$ cat src/include/dvm_pkg.sv
// What this block does
// - Select bits in both control registers pick each supply's next target level; A_LIN_A_PIN_SEL_2 is ignored.
// - Any launch bit but the two pin-path ones written to 1 starts a transition; otherwise level holds.
// - Internal logic clears a supply's launch bits, pin-path ones excepted, once its transition ends.
// - Control register A at 0x20 holds the documented eight bits B7 to B0.
// - Control register B at 0x21 holds the documented eight bits B7 to B0.
// - First converter: either launch starts; both selects 0 targets level 1, else 2.
// - Second converter: either launch starts; both selects 0 targets level 1, else 2.
// - Second linear launch starts it; its select picks level 1 or level 2.
// - Both pin-path launch bits of the first linear regulator are ignored.
// - First linear register launch starts it toward reg level 1 or 2 by select.
// - A falling core enable pin also starts a first linear regulator transition.
// - Under pin control the first linear regulator uses the pin level registers.
// - Core enable pin low runs first converter at 1.2 V; high switches it off.
// - On pin fall the first converter returns to its default level.
// - Converter codes are 5 bits, 0.725 V to 1.500 V in equal steps.
// - Transitions step gradually from present level to target; converter slew code 0 jumps straight there.
// - Linear regulators ramp at a fixed rate; converters use their slew setting.
package dvm_pkg;
	localparam logic [7:0] ADDR_CTRL_A = 8'h20;
	localparam logic [7:0] ADDR_CTRL_B = 8'h21;
	localparam logic [7:0] ADDR_BUCK_B_LVL1 = 8'h23;
	localparam logic [7:0] ADDR_BUCK_B_LVL2 = 8'h24;
	localparam logic [7:0] ADDR_BUCK_A_LVL1 = 8'h26;
	localparam logic [7:0] ADDR_BUCK_A_LVL2 = 8'h27;

	// Control register A bit positions
	localparam int A_LIN_B_SEL = 7;
	localparam int A_LIN_B_LAUNCH = 6;
	localparam int A_LIN_A_PIN_SEL_2 = 5;
	localparam int A_LIN_A_PIN_LAUNCH_2 = 4;
	localparam int A_BUCK_A_SEL_1 = 3;
	localparam int A_BUCK_A_LAUNCH_1 = 2;
	localparam int A_BUCK_B_SEL_1 = 1;
	localparam int A_BUCK_B_LAUNCH_1 = 0;
	// Control register B bit positions
	localparam int B_LIN_A_REG_SEL = 7;
	localparam int B_LIN_A_REG_LAUNCH = 6;
	localparam int B_LIN_A_PIN_SEL_1 = 5;
	localparam int B_LIN_A_PIN_LAUNCH_1 = 4;
	localparam int B_BUCK_A_SEL_2 = 3;
	localparam int B_BUCK_A_LAUNCH_2 = 2;
	localparam int B_BUCK_B_SEL_2 = 1;
	localparam int B_BUCK_B_LAUNCH_2 = 0;

	localparam int BUCK_CODE_W = 5;
	localparam logic [7:0] CTRL_RESET = 8'h00;
	// 0.725 V + 19 * 25 mV = 1.200 V
	localparam logic [4:0] BUCK_DEFAULT_CODE = 5'h13;
	localparam logic [4:0] BUCK_LVL_RESET = 5'h00;

	localparam int CLK_PERIOD_NS = 40;
	localparam int STEP_UV = 25000;
	// Linear regulators: fixed 7 mV/us typical
	localparam int LIN_RATE_UV_PER_US = 7000;
	localparam int LIN_STEP_CYCLES = (STEP_UV * 1000 + LIN_RATE_UV_PER_US * CLK_PERIOD_NS - 1) /
		(LIN_RATE_UV_PER_US * CLK_PERIOD_NS);
	// Converters: slowest setting 0.11 mV/us, each code above up to 6 doubles the rate
	localparam int BUCK_SLOW_RATE_UV_PER_US = 110;
	localparam int BUCK_SLOW_STEP_CYCLES = (STEP_UV * 1000 +
		BUCK_SLOW_RATE_UV_PER_US * CLK_PERIOD_NS - 1) / (BUCK_SLOW_RATE_UV_PER_US * CLK_PERIOD_NS);
	localparam logic [2:0] SLEW_INSTANT = 3'h0;
	localparam logic [2:0] SLEW_FASTEST = 3'h6;
	localparam int STEP_CNT_W = 16;

	typedef enum logic {RAMP_IDLE = 1'b0, RAMP_RUN = 1'b1} ramp_state_type;
endpackage

$ cat src/design/dvm_voltage_transition_ctrl.sv
`timescale 1ns/1ps
`default_nettype none
module dvm_voltage_transition_ctrl import dvm_pkg::*; #(
	parameter int LIN_W = 5,
	parameter int BUCK_SLOW_CYCLES = BUCK_SLOW_STEP_CYCLES,
	parameter logic [LIN_W-1:0] LIN_A_INIT = '0,
	parameter logic [LIN_W-1:0] LIN_B_INIT = '0
) (
	input wire logic clk_sys,
	input wire logic rst_n,
	input wire logic ce,
	input wire logic [7:0] regAddr,
	input wire logic [7:0] regWrData,
	input wire logic regWrEn,
	input wire logic regRdEn,
	output logic [7:0] regRdData,
	input wire logic [2:0] buckASlew,
	input wire logic [2:0] buckBSlew,
	input wire logic [LIN_W-1:0] linAPinLevel1,
	input wire logic [LIN_W-1:0] linAPinLevel2,
	input wire logic [LIN_W-1:0] linARegLevel1,
	input wire logic [LIN_W-1:0] linARegLevel2,
	input wire logic [LIN_W-1:0] linBLevel1,
	input wire logic [LIN_W-1:0] linBLevel2,
	input wire logic coreEnablePin_n,
	output logic [BUCK_CODE_W-1:0] buckALevel,
	output logic [BUCK_CODE_W-1:0] buckBLevel,
	output logic [LIN_W-1:0] linALevel,
	output logic [LIN_W-1:0] linBLevel,
	output logic buckAOn,
	output logic linAPinMode,
	output logic buckABusy,
	output logic buckBBusy,
	output logic linABusy,
	output logic linBBusy
);
	////////////////////////////////////////////////////////////////////////////////
	typedef struct packed {
		logic [7:0] ctrlA;
		logic [7:0] ctrlB;
		logic [BUCK_CODE_W-1:0] buckALvl1;
		logic [BUCK_CODE_W-1:0] buckALvl2;
		logic [BUCK_CODE_W-1:0] buckBLvl1;
		logic [BUCK_CODE_W-1:0] buckBLvl2;
		logic [2:0] pinSync;
		logic pinLevel;
		logic buckAOn;
		logic linAPinMode;
		logic [7:0] rdData;
	} state_type;

	state_type s_reg, s_next;

	logic buckAStart, buckBStart, linAStart, linBStart, buckALoad;
	logic [BUCK_CODE_W-1:0] buckATarget, buckBTarget;
	logic [LIN_W-1:0] linATarget, linBTarget;
	logic buckADone, buckBDone, linADone, linBDone;
	logic [STEP_CNT_W-1:0] buckASteps, buckBSteps;
	logic [7:0] wrA, wrB;
	logic wrCtrlA, wrCtrlB, pinFall;

	function automatic logic [STEP_CNT_W-1:0] buck_steps(input logic [2:0] code);
		int shift;
		int cyc;
		shift = 0;
		cyc = 0;
		if (code == SLEW_INSTANT) begin
			buck_steps = '0;
		end else begin
			// Undefined top code treated as the fastest defined rate
			shift = (code > SLEW_FASTEST) ? int'(SLEW_FASTEST) - 1 : int'(code) - 1;
			cyc = (BUCK_SLOW_CYCLES + (1 << shift) - 1) >> shift;
			buck_steps = STEP_CNT_W'(cyc);
		end
	endfunction

	////////////////////////////////////////////////////////////////////////////////
	// Register writes and launch decode
	always_comb begin
		s_next = s_reg;
		wrCtrlA = regWrEn && regAddr == ADDR_CTRL_A;
		wrCtrlB = regWrEn && regAddr == ADDR_CTRL_B;
		wrA = wrCtrlA ? regWrData : s_reg.ctrlA;
		wrB = wrCtrlB ? regWrData : s_reg.ctrlB;

		// Pin: third stage agreeing with second counts as a change
		s_next.pinSync = {s_reg.pinSync[1:0], coreEnablePin_n};
		pinFall = 1'b0;
		if (s_reg.pinSync[2] == s_reg.pinSync[1]) begin
			s_next.pinLevel = s_reg.pinSync[2];
			pinFall = s_reg.pinLevel && !s_reg.pinSync[2];
		end

		// Level registers must be written ahead of the launch
		if (regWrEn) begin
			unique case (regAddr)
				ADDR_BUCK_A_LVL1: s_next.buckALvl1 = regWrData[BUCK_CODE_W-1:0];
				ADDR_BUCK_A_LVL2: s_next.buckALvl2 = regWrData[BUCK_CODE_W-1:0];
				ADDR_BUCK_B_LVL1: s_next.buckBLvl1 = regWrData[BUCK_CODE_W-1:0];
				ADDR_BUCK_B_LVL2: s_next.buckBLvl2 = regWrData[BUCK_CODE_W-1:0];
				default: begin
				end
			endcase
		end

		// Completion clears launch bits; a fresh write of 1 in that cycle wins
		s_next.ctrlA = wrA;
		s_next.ctrlB = wrB;
		if (buckADone) begin
			if (!(wrCtrlA && regWrData[A_BUCK_A_LAUNCH_1])) s_next.ctrlA[A_BUCK_A_LAUNCH_1] = 1'b0;
			if (!(wrCtrlB && regWrData[B_BUCK_A_LAUNCH_2])) s_next.ctrlB[B_BUCK_A_LAUNCH_2] = 1'b0;
		end
		if (buckBDone) begin
			if (!(wrCtrlA && regWrData[A_BUCK_B_LAUNCH_1])) s_next.ctrlA[A_BUCK_B_LAUNCH_1] = 1'b0;
			if (!(wrCtrlB && regWrData[B_BUCK_B_LAUNCH_2])) s_next.ctrlB[B_BUCK_B_LAUNCH_2] = 1'b0;
		end
		if (linBDone && !(wrCtrlA && regWrData[A_LIN_B_LAUNCH])) begin
			s_next.ctrlA[A_LIN_B_LAUNCH] = 1'b0;
		end
		if (linADone && !(wrCtrlB && regWrData[B_LIN_A_REG_LAUNCH])) begin
			s_next.ctrlB[B_LIN_A_REG_LAUNCH] = 1'b0;
		end

		// One write carries at most one start per supply, so both bits give one ramp
		buckAStart = (wrCtrlA && regWrData[A_BUCK_A_LAUNCH_1]) ||
			(wrCtrlB && regWrData[B_BUCK_A_LAUNCH_2]);
		buckBStart = (wrCtrlA && regWrData[A_BUCK_B_LAUNCH_1]) ||
			(wrCtrlB && regWrData[B_BUCK_B_LAUNCH_2]);
		linBStart = wrCtrlA && regWrData[A_LIN_B_LAUNCH];
		// Pin-path launch bits are stored but drive nothing
		linAStart = (wrCtrlB && regWrData[B_LIN_A_REG_LAUNCH]) || pinFall;

		buckATarget = (wrA[A_BUCK_A_SEL_1] || wrB[B_BUCK_A_SEL_2]) ?
			s_next.buckALvl2 : s_next.buckALvl1;
		buckBTarget = (wrA[A_BUCK_B_SEL_1] || wrB[B_BUCK_B_SEL_2]) ?
			s_next.buckBLvl2 : s_next.buckBLvl1;
		linBTarget = wrA[A_LIN_B_SEL] ? linBLevel2 : linBLevel1;

		if (pinFall) begin
			s_next.linAPinMode = 1'b1;
		end else if (wrCtrlB && regWrData[B_LIN_A_REG_LAUNCH]) begin
			s_next.linAPinMode = 1'b0;
		end
		if (pinFall) begin
			linATarget = wrB[B_LIN_A_PIN_SEL_1] ? linAPinLevel2 : linAPinLevel1;
		end else begin
			linATarget = wrB[B_LIN_A_REG_SEL] ? linARegLevel2 : linARegLevel1;
		end

		// Pin low: converter on at the default; pin high: off
		s_next.buckAOn = !s_next.pinLevel;
		buckALoad = pinFall;

		s_next.rdData = s_reg.rdData;
		if (regRdEn) begin
			unique case (regAddr)
				ADDR_CTRL_A: s_next.rdData = s_reg.ctrlA;
				ADDR_CTRL_B: s_next.rdData = s_reg.ctrlB;
				ADDR_BUCK_A_LVL1: s_next.rdData = {3'h0, s_reg.buckALvl1};
				ADDR_BUCK_A_LVL2: s_next.rdData = {3'h0, s_reg.buckALvl2};
				ADDR_BUCK_B_LVL1: s_next.rdData = {3'h0, s_reg.buckBLvl1};
				ADDR_BUCK_B_LVL2: s_next.rdData = {3'h0, s_reg.buckBLvl2};
				default: s_next.rdData = 8'h00;
			endcase
		end
	end

	always_ff @(posedge clk_sys or negedge rst_n) begin
		if (!rst_n) begin
			s_reg <= '{CTRL_RESET, CTRL_RESET, BUCK_LVL_RESET, BUCK_LVL_RESET,
				BUCK_LVL_RESET, BUCK_LVL_RESET, 3'h7, 1'b1, 1'b0, 1'b0, 8'h00};
		end else if (ce) begin
			s_reg <= s_next;
		end
	end

	////////////////////////////////////////////////////////////////////////////////
	// Ramp engines
	assign buckASteps = buck_steps(buckASlew);
	assign buckBSteps = buck_steps(buckBSlew);

	dvm_ramp #(.LEVEL_W(BUCK_CODE_W), .INIT_LEVEL(BUCK_DEFAULT_CODE)) buckARamp (
		.clk_sys(clk_sys), .rst_n(rst_n), .ce(ce),
		.load(buckALoad), .loadValue(BUCK_DEFAULT_CODE),
		.start(buckAStart), .target(buckATarget), .stepCycles(buckASteps),
		.level(buckALevel), .busy(buckABusy), .done(buckADone)
	);

	dvm_ramp #(.LEVEL_W(BUCK_CODE_W), .INIT_LEVEL(BUCK_DEFAULT_CODE)) buckBRamp (
		.clk_sys(clk_sys), .rst_n(rst_n), .ce(ce),
		.load(1'b0), .loadValue(BUCK_DEFAULT_CODE),
		.start(buckBStart), .target(buckBTarget), .stepCycles(buckBSteps),
		.level(buckBLevel), .busy(buckBBusy), .done(buckBDone)
	);

	dvm_ramp #(.LEVEL_W(LIN_W), .INIT_LEVEL(LIN_A_INIT)) linARamp (
		.clk_sys(clk_sys), .rst_n(rst_n), .ce(ce),
		.load(1'b0), .loadValue(LIN_A_INIT),
		.start(linAStart), .target(linATarget),
		.stepCycles(STEP_CNT_W'(LIN_STEP_CYCLES)),
		.level(linALevel), .busy(linABusy), .done(linADone)
	);

	dvm_ramp #(.LEVEL_W(LIN_W), .INIT_LEVEL(LIN_B_INIT)) linBRamp (
		.clk_sys(clk_sys), .rst_n(rst_n), .ce(ce),
		.load(1'b0), .loadValue(LIN_B_INIT),
		.start(linBStart), .target(linBTarget),
		.stepCycles(STEP_CNT_W'(LIN_STEP_CYCLES)),
		.level(linBLevel), .busy(linBBusy), .done(linBDone)
	);

	assign regRdData = s_reg.rdData;
	assign buckAOn = s_reg.buckAOn;
	assign linAPinMode = s_reg.linAPinMode;
endmodule
`default_nettype wire

$ cat src/design/dvm_ramp.sv
`timescale 1ns/1ps
`default_nettype none
module dvm_ramp import dvm_pkg::*; #(
	parameter int LEVEL_W = 5,
	parameter logic [LEVEL_W-1:0] INIT_LEVEL = '0
) (
	input wire logic clk_sys,
	input wire logic rst_n,
	input wire logic ce,
	input wire logic load,
	input wire logic [LEVEL_W-1:0] loadValue,
	input wire logic start,
	input wire logic [LEVEL_W-1:0] target,
	input wire logic [STEP_CNT_W-1:0] stepCycles,
	output logic [LEVEL_W-1:0] level,
	output logic busy,
	output logic done
);
	typedef struct packed {
		ramp_state_type state;
		logic [LEVEL_W-1:0] level;
		logic [LEVEL_W-1:0] target;
		logic [STEP_CNT_W-1:0] count;
		logic done;
	} ramp_type;

	ramp_type r_reg, r_next;

	always_comb begin
		r_next = r_reg;
		r_next.done = 1'b0;
		if (load) begin
			r_next.level = loadValue;
			r_next.target = loadValue;
			r_next.state = RAMP_IDLE;
		end
		if (start) begin
			// A new launch mid-ramp retargets from the present level
			r_next.target = target;
			r_next.count = '0;
			r_next.state = RAMP_RUN;
		end else begin
			unique case (r_reg.state)
				RAMP_IDLE: begin
				end
				RAMP_RUN: begin
					if (r_reg.level == r_reg.target) begin
						r_next.state = RAMP_IDLE;
						r_next.done = 1'b1;
					end else if (stepCycles == '0 || r_reg.count + 1'b1 >= stepCycles) begin
						r_next.count = '0;
						// One code per step; a zero step count jumps straight to target
						if (r_reg.level < r_reg.target) begin
							r_next.level = r_reg.level + 1'b1;
						end else begin
							r_next.level = r_reg.level - 1'b1;
						end
						if (stepCycles == '0) begin
							r_next.level = r_reg.target;
						end
					end else begin
						r_next.count = r_reg.count + 1'b1;
					end
				end
			endcase
		end
	end

	always_ff @(posedge clk_sys or negedge rst_n) begin
		if (!rst_n) begin
			r_reg <= '{RAMP_IDLE, INIT_LEVEL, INIT_LEVEL, '0, 1'b0};
		end else if (ce) begin
			r_reg <= r_next;
		end
	end

	assign level = r_reg.level;
	assign busy = (r_reg.state == RAMP_RUN);
	assign done = r_reg.done;
endmodule
`default_nettype wire

$ cat config.mk
export PLATFORM = sky130hd
export DESIGN_NAME = dvm_voltage_transition_ctrl
export DESIGN_NICKNAME = d
export VERILOG_FILES = /design/src/include/dvm_pkg.sv /design/src/design/dvm_voltage_transition_ctrl.sv /design/src/design/dvm_ramp.sv
export SDC_FILE = /design/constraint.sdc
export NUM_CORES = 1
export LEC_CHECK = 0
export ABC_CLOCK_PERIOD_IN_PS = 6350
export BUFFER_PORTS_ARGS = -buffer_cell sky130_fd_sc_hd__buf_2
export CORE_UTILIZATION = 55
export DETAILED_ROUTE_END_ITERATION = 16
export HOLD_SLACK_MARGIN = 0.12
export PLACE_DENSITY = 0.77
export SLEW_MARGIN = 20
export SYNTH_ARGS = -nofsm -noshare
export SYNTH_HDL_FRONTEND = slang
export SYNTH_SLANG_ARGS = --single-unit
$ cat constraint.sdc
create_clock -name clk_sys -period 6.35 [get_ports clk_sys]
set_input_delay 1.27 -clock clk_sys [delete_from_list [all_inputs] [get_ports clk_sys]]
set_output_delay 1.27 -clock clk_sys [all_outputs]
set_load 0.03 [all_outputs]
==> flow_summary.yaml, run 1 <==
layout:
  layoutNonFillerInstCount: 1570
  final_nets: 1433
  largest_register_ffs: 38
  fin_area_um2: 12350
  final_layout_size_suffix_gt1_share_pct: 15.94
  area_growth_pct: 8.475
routing:
  vias: 9405
  firstDrtPassIters: 5
  viasPerCell: 5.990
  avgRoutedWirePerCell_um: 16.46
  drt-initial-drc-count: 690
  wirelength_mm: 25.84
  drt_drc_violations_left: 0
  detail-route-antenna-nets: 0
logic_synthesis:
  ys_seq_area_share_pct: 35.79
  synth.most_common_cell: "nand2_1"
  synth_edf_count: 0
  syn-mean-instance-area_um2: 9.069
  synth_top_area_share_pct: 32.10
  yosysUniqueCellTypes: 85
  synth_async_sr_flop_share_pct: 100.0
  synth.top_cells.by_count: "nand2_1 (151), dfrtp_1 (146), ha_1 (85)"
  synth_ff_type: "dfrtp_1"
  yosys-top-cells-area: "dfrtp_1 (32%), ha_1 (9.3%), nand2_1 (5.0%)"
  syn_inst: 1255
  synth_seq_cells: 162
  yosys.area.top_type: "dfrtp_1"
  yosys_warnings: 0
  netlist_area_um2: 11380
outcome:
  status: "finished clean"
power:
  peakVddDrop_mv: 0.1676
  leakage_nw: 6.016
  powerDensity_nw_per_um2: 264.4
sta:
  fmax_mhz: 195.3
  setup_viol: 0
  grt_setup_unrepaired: "false"
  tns_ns: 0
  fin_ws_ns: 1.229
  finalHoldViolations: 0
  min_period_ns: 5.121
  post-route-period-util_pct: 80.64
  finalClockSkew_ns: 0.01076
  drv_slew: 0
  worst_pin_slew_ns: 0.9305
  slew_headroom_pct: 36.19
worst_setup_path:
  critPathKind: "primary input to flop"
  setup.worst_path.end_class: "flop"
  cp_data_arrival_time_ns: 5.43
  cp_max_fo: 19
  reg2reg_from: "buckARamp.r_reg[1]$_DFFE_PN0P_"
  critPathLaunch: "buckASlew[0]"
  critPathRequiredTime_ns: 6.66
  worst_setup_path_start_kind: "primary input"
placement:
  dp.cells: 1537
  place_congestion: 0.9338
  dpl.hpwl_mm: 18.83
  dp_worst_setup_slack_ns: 0.8674
  dpl_cell_area_um2: 11760
  io_buffer_count: 91
grt:
  grt_antenna_before_repair: 1
  grt_usage_pct: 25.30
  grt_max_degree: 114
  grt_pass1_vias: 8979
  grt_overflow: 0
  grt_pass1_wl_mm: 44.10
floorplan:
  core_um2: 20230
  die_width_um: 145.9
  rows: 52
  die_area_um2: 21270
  ios: 92
  start_util_pct: 56.25
  dieHeight_um: 145.9
clock_network:
  clk_pin_slew_ns: 0.07
  cts_tree: "built"
  cts_hold_buf: 0
  cts_max_path_buffers: 2
  clock_sinks: 162
  clock_latency_ns: 0.43
  cts-buffers-inserted: 17
  cts_setup_buffers: 0
  post_cts_resize_count: 0
  h-tree-depth: 4
  root_buffer: "clkbuf_16"
hold_path:
  min-delay-start: "s_reg[38]$_DFFE_PN0P_"
  hold_path.class: "flop to flop"
run:
  maxCapViolations: 0
-- path summary, 6_finish.rpt --
kind / to / slack [ns] / depth (start not counted)
worst max-delay path: buckARamp.r_reg[12]$_DFFE_PN0P_ / 1.23 / 20
worst min-delay path: s_reg[38]$_DFFE_PN0P_ / 0.48 / 2
worst max register to register: buckARamp.r_reg[12]$_DFFE_PN0P_ / 2.31 / 15
worst min register to register: s_reg[38]$_DFFE_PN0P_ / 0.48 / 2
max in group asynchronous: buckBRamp.level[2]$_DFFE_PN0P_ / 4.14 / 2
min in group asynchronous: buckBRamp.r_reg[10]$_DFFE_PN0P_ / 0.92 / 1
-- through the flow --
step           utilization, %  hold WS, ns  total power, W
3_5_place_dp            58.12       0.4636        0.002254
6_report                61.02       0.4756        0.003264
3_3_place_gp            58.12       0.4540        0.002225
4_1_cts                 60.99       0.4791        0.003280
2_1_floorplan               -       0.4385        0.002052
5_1_grt                 61.02       0.4942        0.003469
-- power by group --
group	total (W)	switching (W)	leakage, nW	internal (W)
Clock	0.00102	0.000456	0.287	0.000563
Sequential	0.00127	0.000133	2.17	0.00114
Combinational	0.000970	0.000549	3.56	0.000421
Total	0.00326	0.00114	6.02	0.00213
-- routing by layer --
metal  GRT usage [%]  vias to the layer above  routed length, um
met4           6.474                        0                363
met2           42.70                      194              12640
li1                -                     4572                  -
met1           33.91                     4604              12000
met3           3.918                       35                839
met5               0                        -                  0
-- cell usage in the layout (no fill, tap or decap), drive strengths merged, types with 5 or more instances in the layout --
cell type    n
clkbuf      19
a211oi      20
inv         61
xnor2       34
a21o        35
nand2b      23
nand4       21
clkinv       5
o21ai       66
ha          85
xor2        14
nor2b        8
nor3        27
nand2      152
a22oi       13
nor2        74
or3         12
conb         6
and4         5
and2        21
a22o        23
nor4         8
mux2        45
dfrtp      146
a31oi        5
a311oi       8
dfstp       16
mux2i       28
a21oi       58
a221o       10
buf         93
and3        26
nand3       46
o31ai       12
-- critical path, cell delays in order --
cell      delay [ns]
buf_2           0.26
inv_1           0.21
ha_1            0.35
xnor2_1         0.33
nand3_1         0.17
nor2_1          0.19
ha_1            0.25
a21oi_1         0.05
o21ai_0         0.16
a221oi_1        0.09
o21a_1          0.21
ha_1            0.26
nand2b_1        0.09
a21o_1          0.11
a21oi_1         0.06
o211ai_1        0.19
a21o_1          0.56
nor2_1          0.08
buf_4           0.22
a221o_1         0.31
-- cell families (layout without fill, tap and decap cells) --
kind of cell | Yosys count | in the layout | share of synthesized area (%)
AO/OA/AOI/OAI | 296 | 296 | 18.24
adder cells (fa/ha/maj) | 89 | 89 | 10.05
other | 1 | 7 | 0.03295
XOR/XNOR | 48 | 48 | 3.694
buffers and inverters | 141 | 180 | 5.848
multiplexers | 73 | 73 | 6.947
flip-flops | 162 | 162 | 35.79
AND/OR/NAND/NOR | 445 | 445 | 19.40
-- cell type report --
type,instances,area [um2]
Tap cell,270,337.8
Inverter,54,202.7
Sequential cell,162,4074
Multi-Input combinational cell,957,6661
Antenna cell,1,2.502
Clock buffer,18,439.2
Fill cell,1719,7888
Clock inverter,14,142.6
Timing Repair Buffer,94,486.7
Note: power is estimated with default switching activity, not from simulation.
==> run 2: changes to the inputs <==
--- a/config.mk
+++ b/config.mk
@@ -5,12 +5,12 @@
 export SDC_FILE = /design/constraint.sdc
 export NUM_CORES = 1
 export LEC_CHECK = 0
-export ABC_CLOCK_PERIOD_IN_PS = 6350
+export ABC_CLOCK_PERIOD_IN_PS = 4600
 export BUFFER_PORTS_ARGS = -buffer_cell sky130_fd_sc_hd__buf_2
 export CORE_UTILIZATION = 55
 export DETAILED_ROUTE_END_ITERATION = 16
 export HOLD_SLACK_MARGIN = 0.12
-export PLACE_DENSITY = 0.77
+export PLACE_DENSITY = 0.8
 export SLEW_MARGIN = 20
 export SYNTH_ARGS = -nofsm -noshare
 export SYNTH_HDL_FRONTEND = slang
==> constraint.sdc (replaced) <==
create_clock -name clk_sys -period 4.6 [get_ports clk_sys]
set_input_delay 0.92 -clock clk_sys [delete_from_list [all_inputs] [get_ports clk_sys]]
set_output_delay 0.92 -clock clk_sys [all_outputs]
set_load 0.03 [all_outputs]
==> run 2 against run 1 <==
Net effect:
- combinational power grew 39%
- non-clock buffer count grew 12
- sequential share of layout area shrank 0.31 points
- register-to-register slack lost 1.4 ns
- first-iteration DRC count shrank 6.5%
- clock-buffer cell count grew 1
- clock skew grew 0.0019 ns
- largest power group unchanged
==> flow_summary.yaml, run 2 (synthesized netlist as in run 1, its figures left out) <==
routing:
  drt-initial-drc-count: 645
  detail-route-antenna-nets: 0
  wirelength_mm: 25.68
  vias: 9393
  avgRoutedWirePerCell_um: 16.24
  viasPerCell: 5.941
  drt_drc_violations_left: 0
  firstDrtPassIters: 6
floorplan:
  die_area_um2: 21270
  die_width_um: 145.9
  core_um2: 20230
  ios: 92
  dieHeight_um: 145.9
  start_util_pct: 56.25
  rows: 52
worst_setup_path:
  setup.worst_path.end_class: "flop"
  critPathKind: "primary input to flop"
  worst_setup_path_start_kind: "primary input"
  cp_top_family: "adder cells"
  cp_cell_sequence: "buf_2 -> inv_1 -> ha_1 -> ha_1 -> nand3_1 -> nor3_1 -> ha_1 -> nand2b_1 -> a21oi_1 -> o31ai_1 -> nand2_1 -> ha_1 -> nand2_1 -> o21ai_0 -> a21oi_1 -> o21a_1 -> o21a_1 -> nor2_1 -> mux2_2"
  critPathRequiredTime_ns: 4.92
  cp_num_buf_inv: 2
  cp_data_arrival_time_ns: 4.54
  reg2reg_slack_ns: 0.91
  cpMostUsedCell: "ha_1"
  max_stage_delay_ns: 0.38
  critPathSlowestCell: "mux2_2"
  cp_max_fo: 7
power:
  sequentialPowerShare_pct: 38.8
  leakage_nw: 6.088
  switchingPower_w: 0.001582
  p_clk_share_pct: 31.5
  peakVddDrop_mv: 0.3147
  p_comb_share_pct: 29.7
  powerDensity_nw_per_um2: 364.9
  p_int_w: 0.002966
  switching_share_pct: 34.78
clock_network:
  clk_pin_slew_ns: 0.07
  h-tree-depth: 4
  cts_hold_buf: 0
  cts_setup_buffers: 0
  cts_max_path_buffers: 2
  cts-buffers-inserted: 17
  post_cts_resize_count: 0
  root_buffer: "clkbuf_16"
  cts_tree: "built"
  clock_sinks: 162
  clock_latency_ns: 0.43
grt:
  grt_antenna_before_repair: 0
  grt_pass1_vias: 9046
  grt_usage_pct: 25.18
  grt_max_degree: 112
  grt_pass1_wl_mm: 44.04
  grt_overflow: 0
layout:
  final_layout_size_suffix_gt1_share_pct: 16.78
  n_antenna_cell: 0
  largest_register_ffs: 38
  area_growth_pct: 9.498
  fin_area_um2: 12460
  most-common-layout-cells: "nand2_1 (151), dfrtp_1 (146), buf_2 (90), ha_1 (85), nor2_1 (73)"
  final_nets: 1445
  layoutNonFillerInstCount: 1581
  mostFrequentLayoutCell: "nand2_1"
placement:
  place_congestion: 0.8976
  dp.cells: 1549
  io_buffer_count: 91
  dpl_cell_area_um2: 11870
  dpl.hpwl_mm: 18.67
sta:
  finalClockSkew_ns: 0.01267
  grt_setup_unrepaired: "false"
  whs_ns: 0.4790
  finalHoldViolations: 0
  slew_headroom_pct: 27.15
  setup_viol: 0
  tns_ns: 0
  worst_pin_slew_ns: 1.090
  post-route-period-util_pct: 91.85
  min_period_ns: 4.225
  drv_slew: 0
  fmax_mhz: 236.7
hold_path:
  hold_path.class: "flop to flop"
run:
  maxCapViolations: 0
outcome:
  status: "finished clean"
run 2: cell count changes in the layout (fill, tap and decap cells not counted):
cell / before / now
buf_12: 0 / 1
buf_4: 3 / 14
clkbuf_8: 2 / 3
clkinv_2: 2 / 1
clkinv_4: 3 / 2
diode_2: 1 / 0
inv_6: 4 / 5
xnor2_1: 34 / 33
xnor2_2: 0 / 1
run 2: per-stage QoR:
step,utilization (%),power (W),worst slack (ns)
2_1_floorplan,-,0.002834,0.04006
3_3_place_gp,58.66,0.003075,0.1661
5_1_grt,61.59,0.004836,0.1132
6_report,61.59,0.004548,0.3747
4_1_cts,61.58,0.004572,0.4278
3_5_place_dp,58.66,0.003137,-0.01792
run 2: path summary, 6_finish.rpt:
path	startpoint	endpoint	cells past startpoint
max in group asynchronous	rst_n	linARamp.r_reg[16]$_DFFE_PN0P_	2
worst max register to register	buckARamp.r_reg[1]$_DFFE_PN0P_	buckARamp.r_reg[14]$_DFFE_PN0P_	15
worst min-delay path	buckBRamp.r_reg[20]$_DFFE_PN0P_	buckBRamp.r_reg[20]$_DFFE_PN0P_	1
worst max-delay path	buckBSlew[1]	buckBRamp.level[2]$_DFFE_PN0P_	19
min in group asynchronous	rst_n	buckARamp.r_reg[11]$_DFFE_PN0P_	1
worst min register to register	buckBRamp.r_reg[20]$_DFFE_PN0P_	buckBRamp.r_reg[20]$_DFFE_PN0P_	1
run 2: power by group through the flow:
stage | Sequential [W] | Clock, W | Combinational [W]
floorplan | 0.00175 | 0 | 0.00109
global placement | 0.00178 | 0 | 0.00130
detailed placement | 0.00178 | 0 | 0.00135
CTS | 0.00176 | 0.00145 | 0.00136
global route | 0.00179 | 0.00151 | 0.00154
finish | 0.00176 | 0.00143 | 0.00135
run 2: worst reg2reg max path, cell delays in order, from the launching register on:
cell	delay, ns
dfrtp_1	0.44
ha_1	0.26
nand3_1	0.21
nor3_1	0.46
and3_1	0.25
nand3_1	0.14
xnor2_1	0.20
ha_1	0.28
a21oi_1	0.14
o21ai_0	0.09
nor3_1	0.17
o21ai_0	0.13
a21o_1	0.21
nor2_1	0.23
buf_4	0.24
a221o_1	0.16
run 2: layout make-up:
cell class,count,area (um2)
multi-input combinational,957,6669
inverter,54,202.7
clock buffer,19,452.9
tap,270,337.8
clock inverter,13,137.6
fill,1691,7771
timing repair buffer,106,589.3
sequential,162,4074
run 2: layer usage:
| metal | GRT usage, % | part of all wire, % | vias to the layer above |
|---|---|---|---|
| li1 | - | - | 4577 |
| met1 | 33.79 | 46 | 4553 |
| met2 | 42.01 | 49 | 228 |
| met3 | 4.734 | 4.3 | 35 |
| met4 | 6.105 | 1.4 | 0 |
| met5 | 0 | 0 | - |
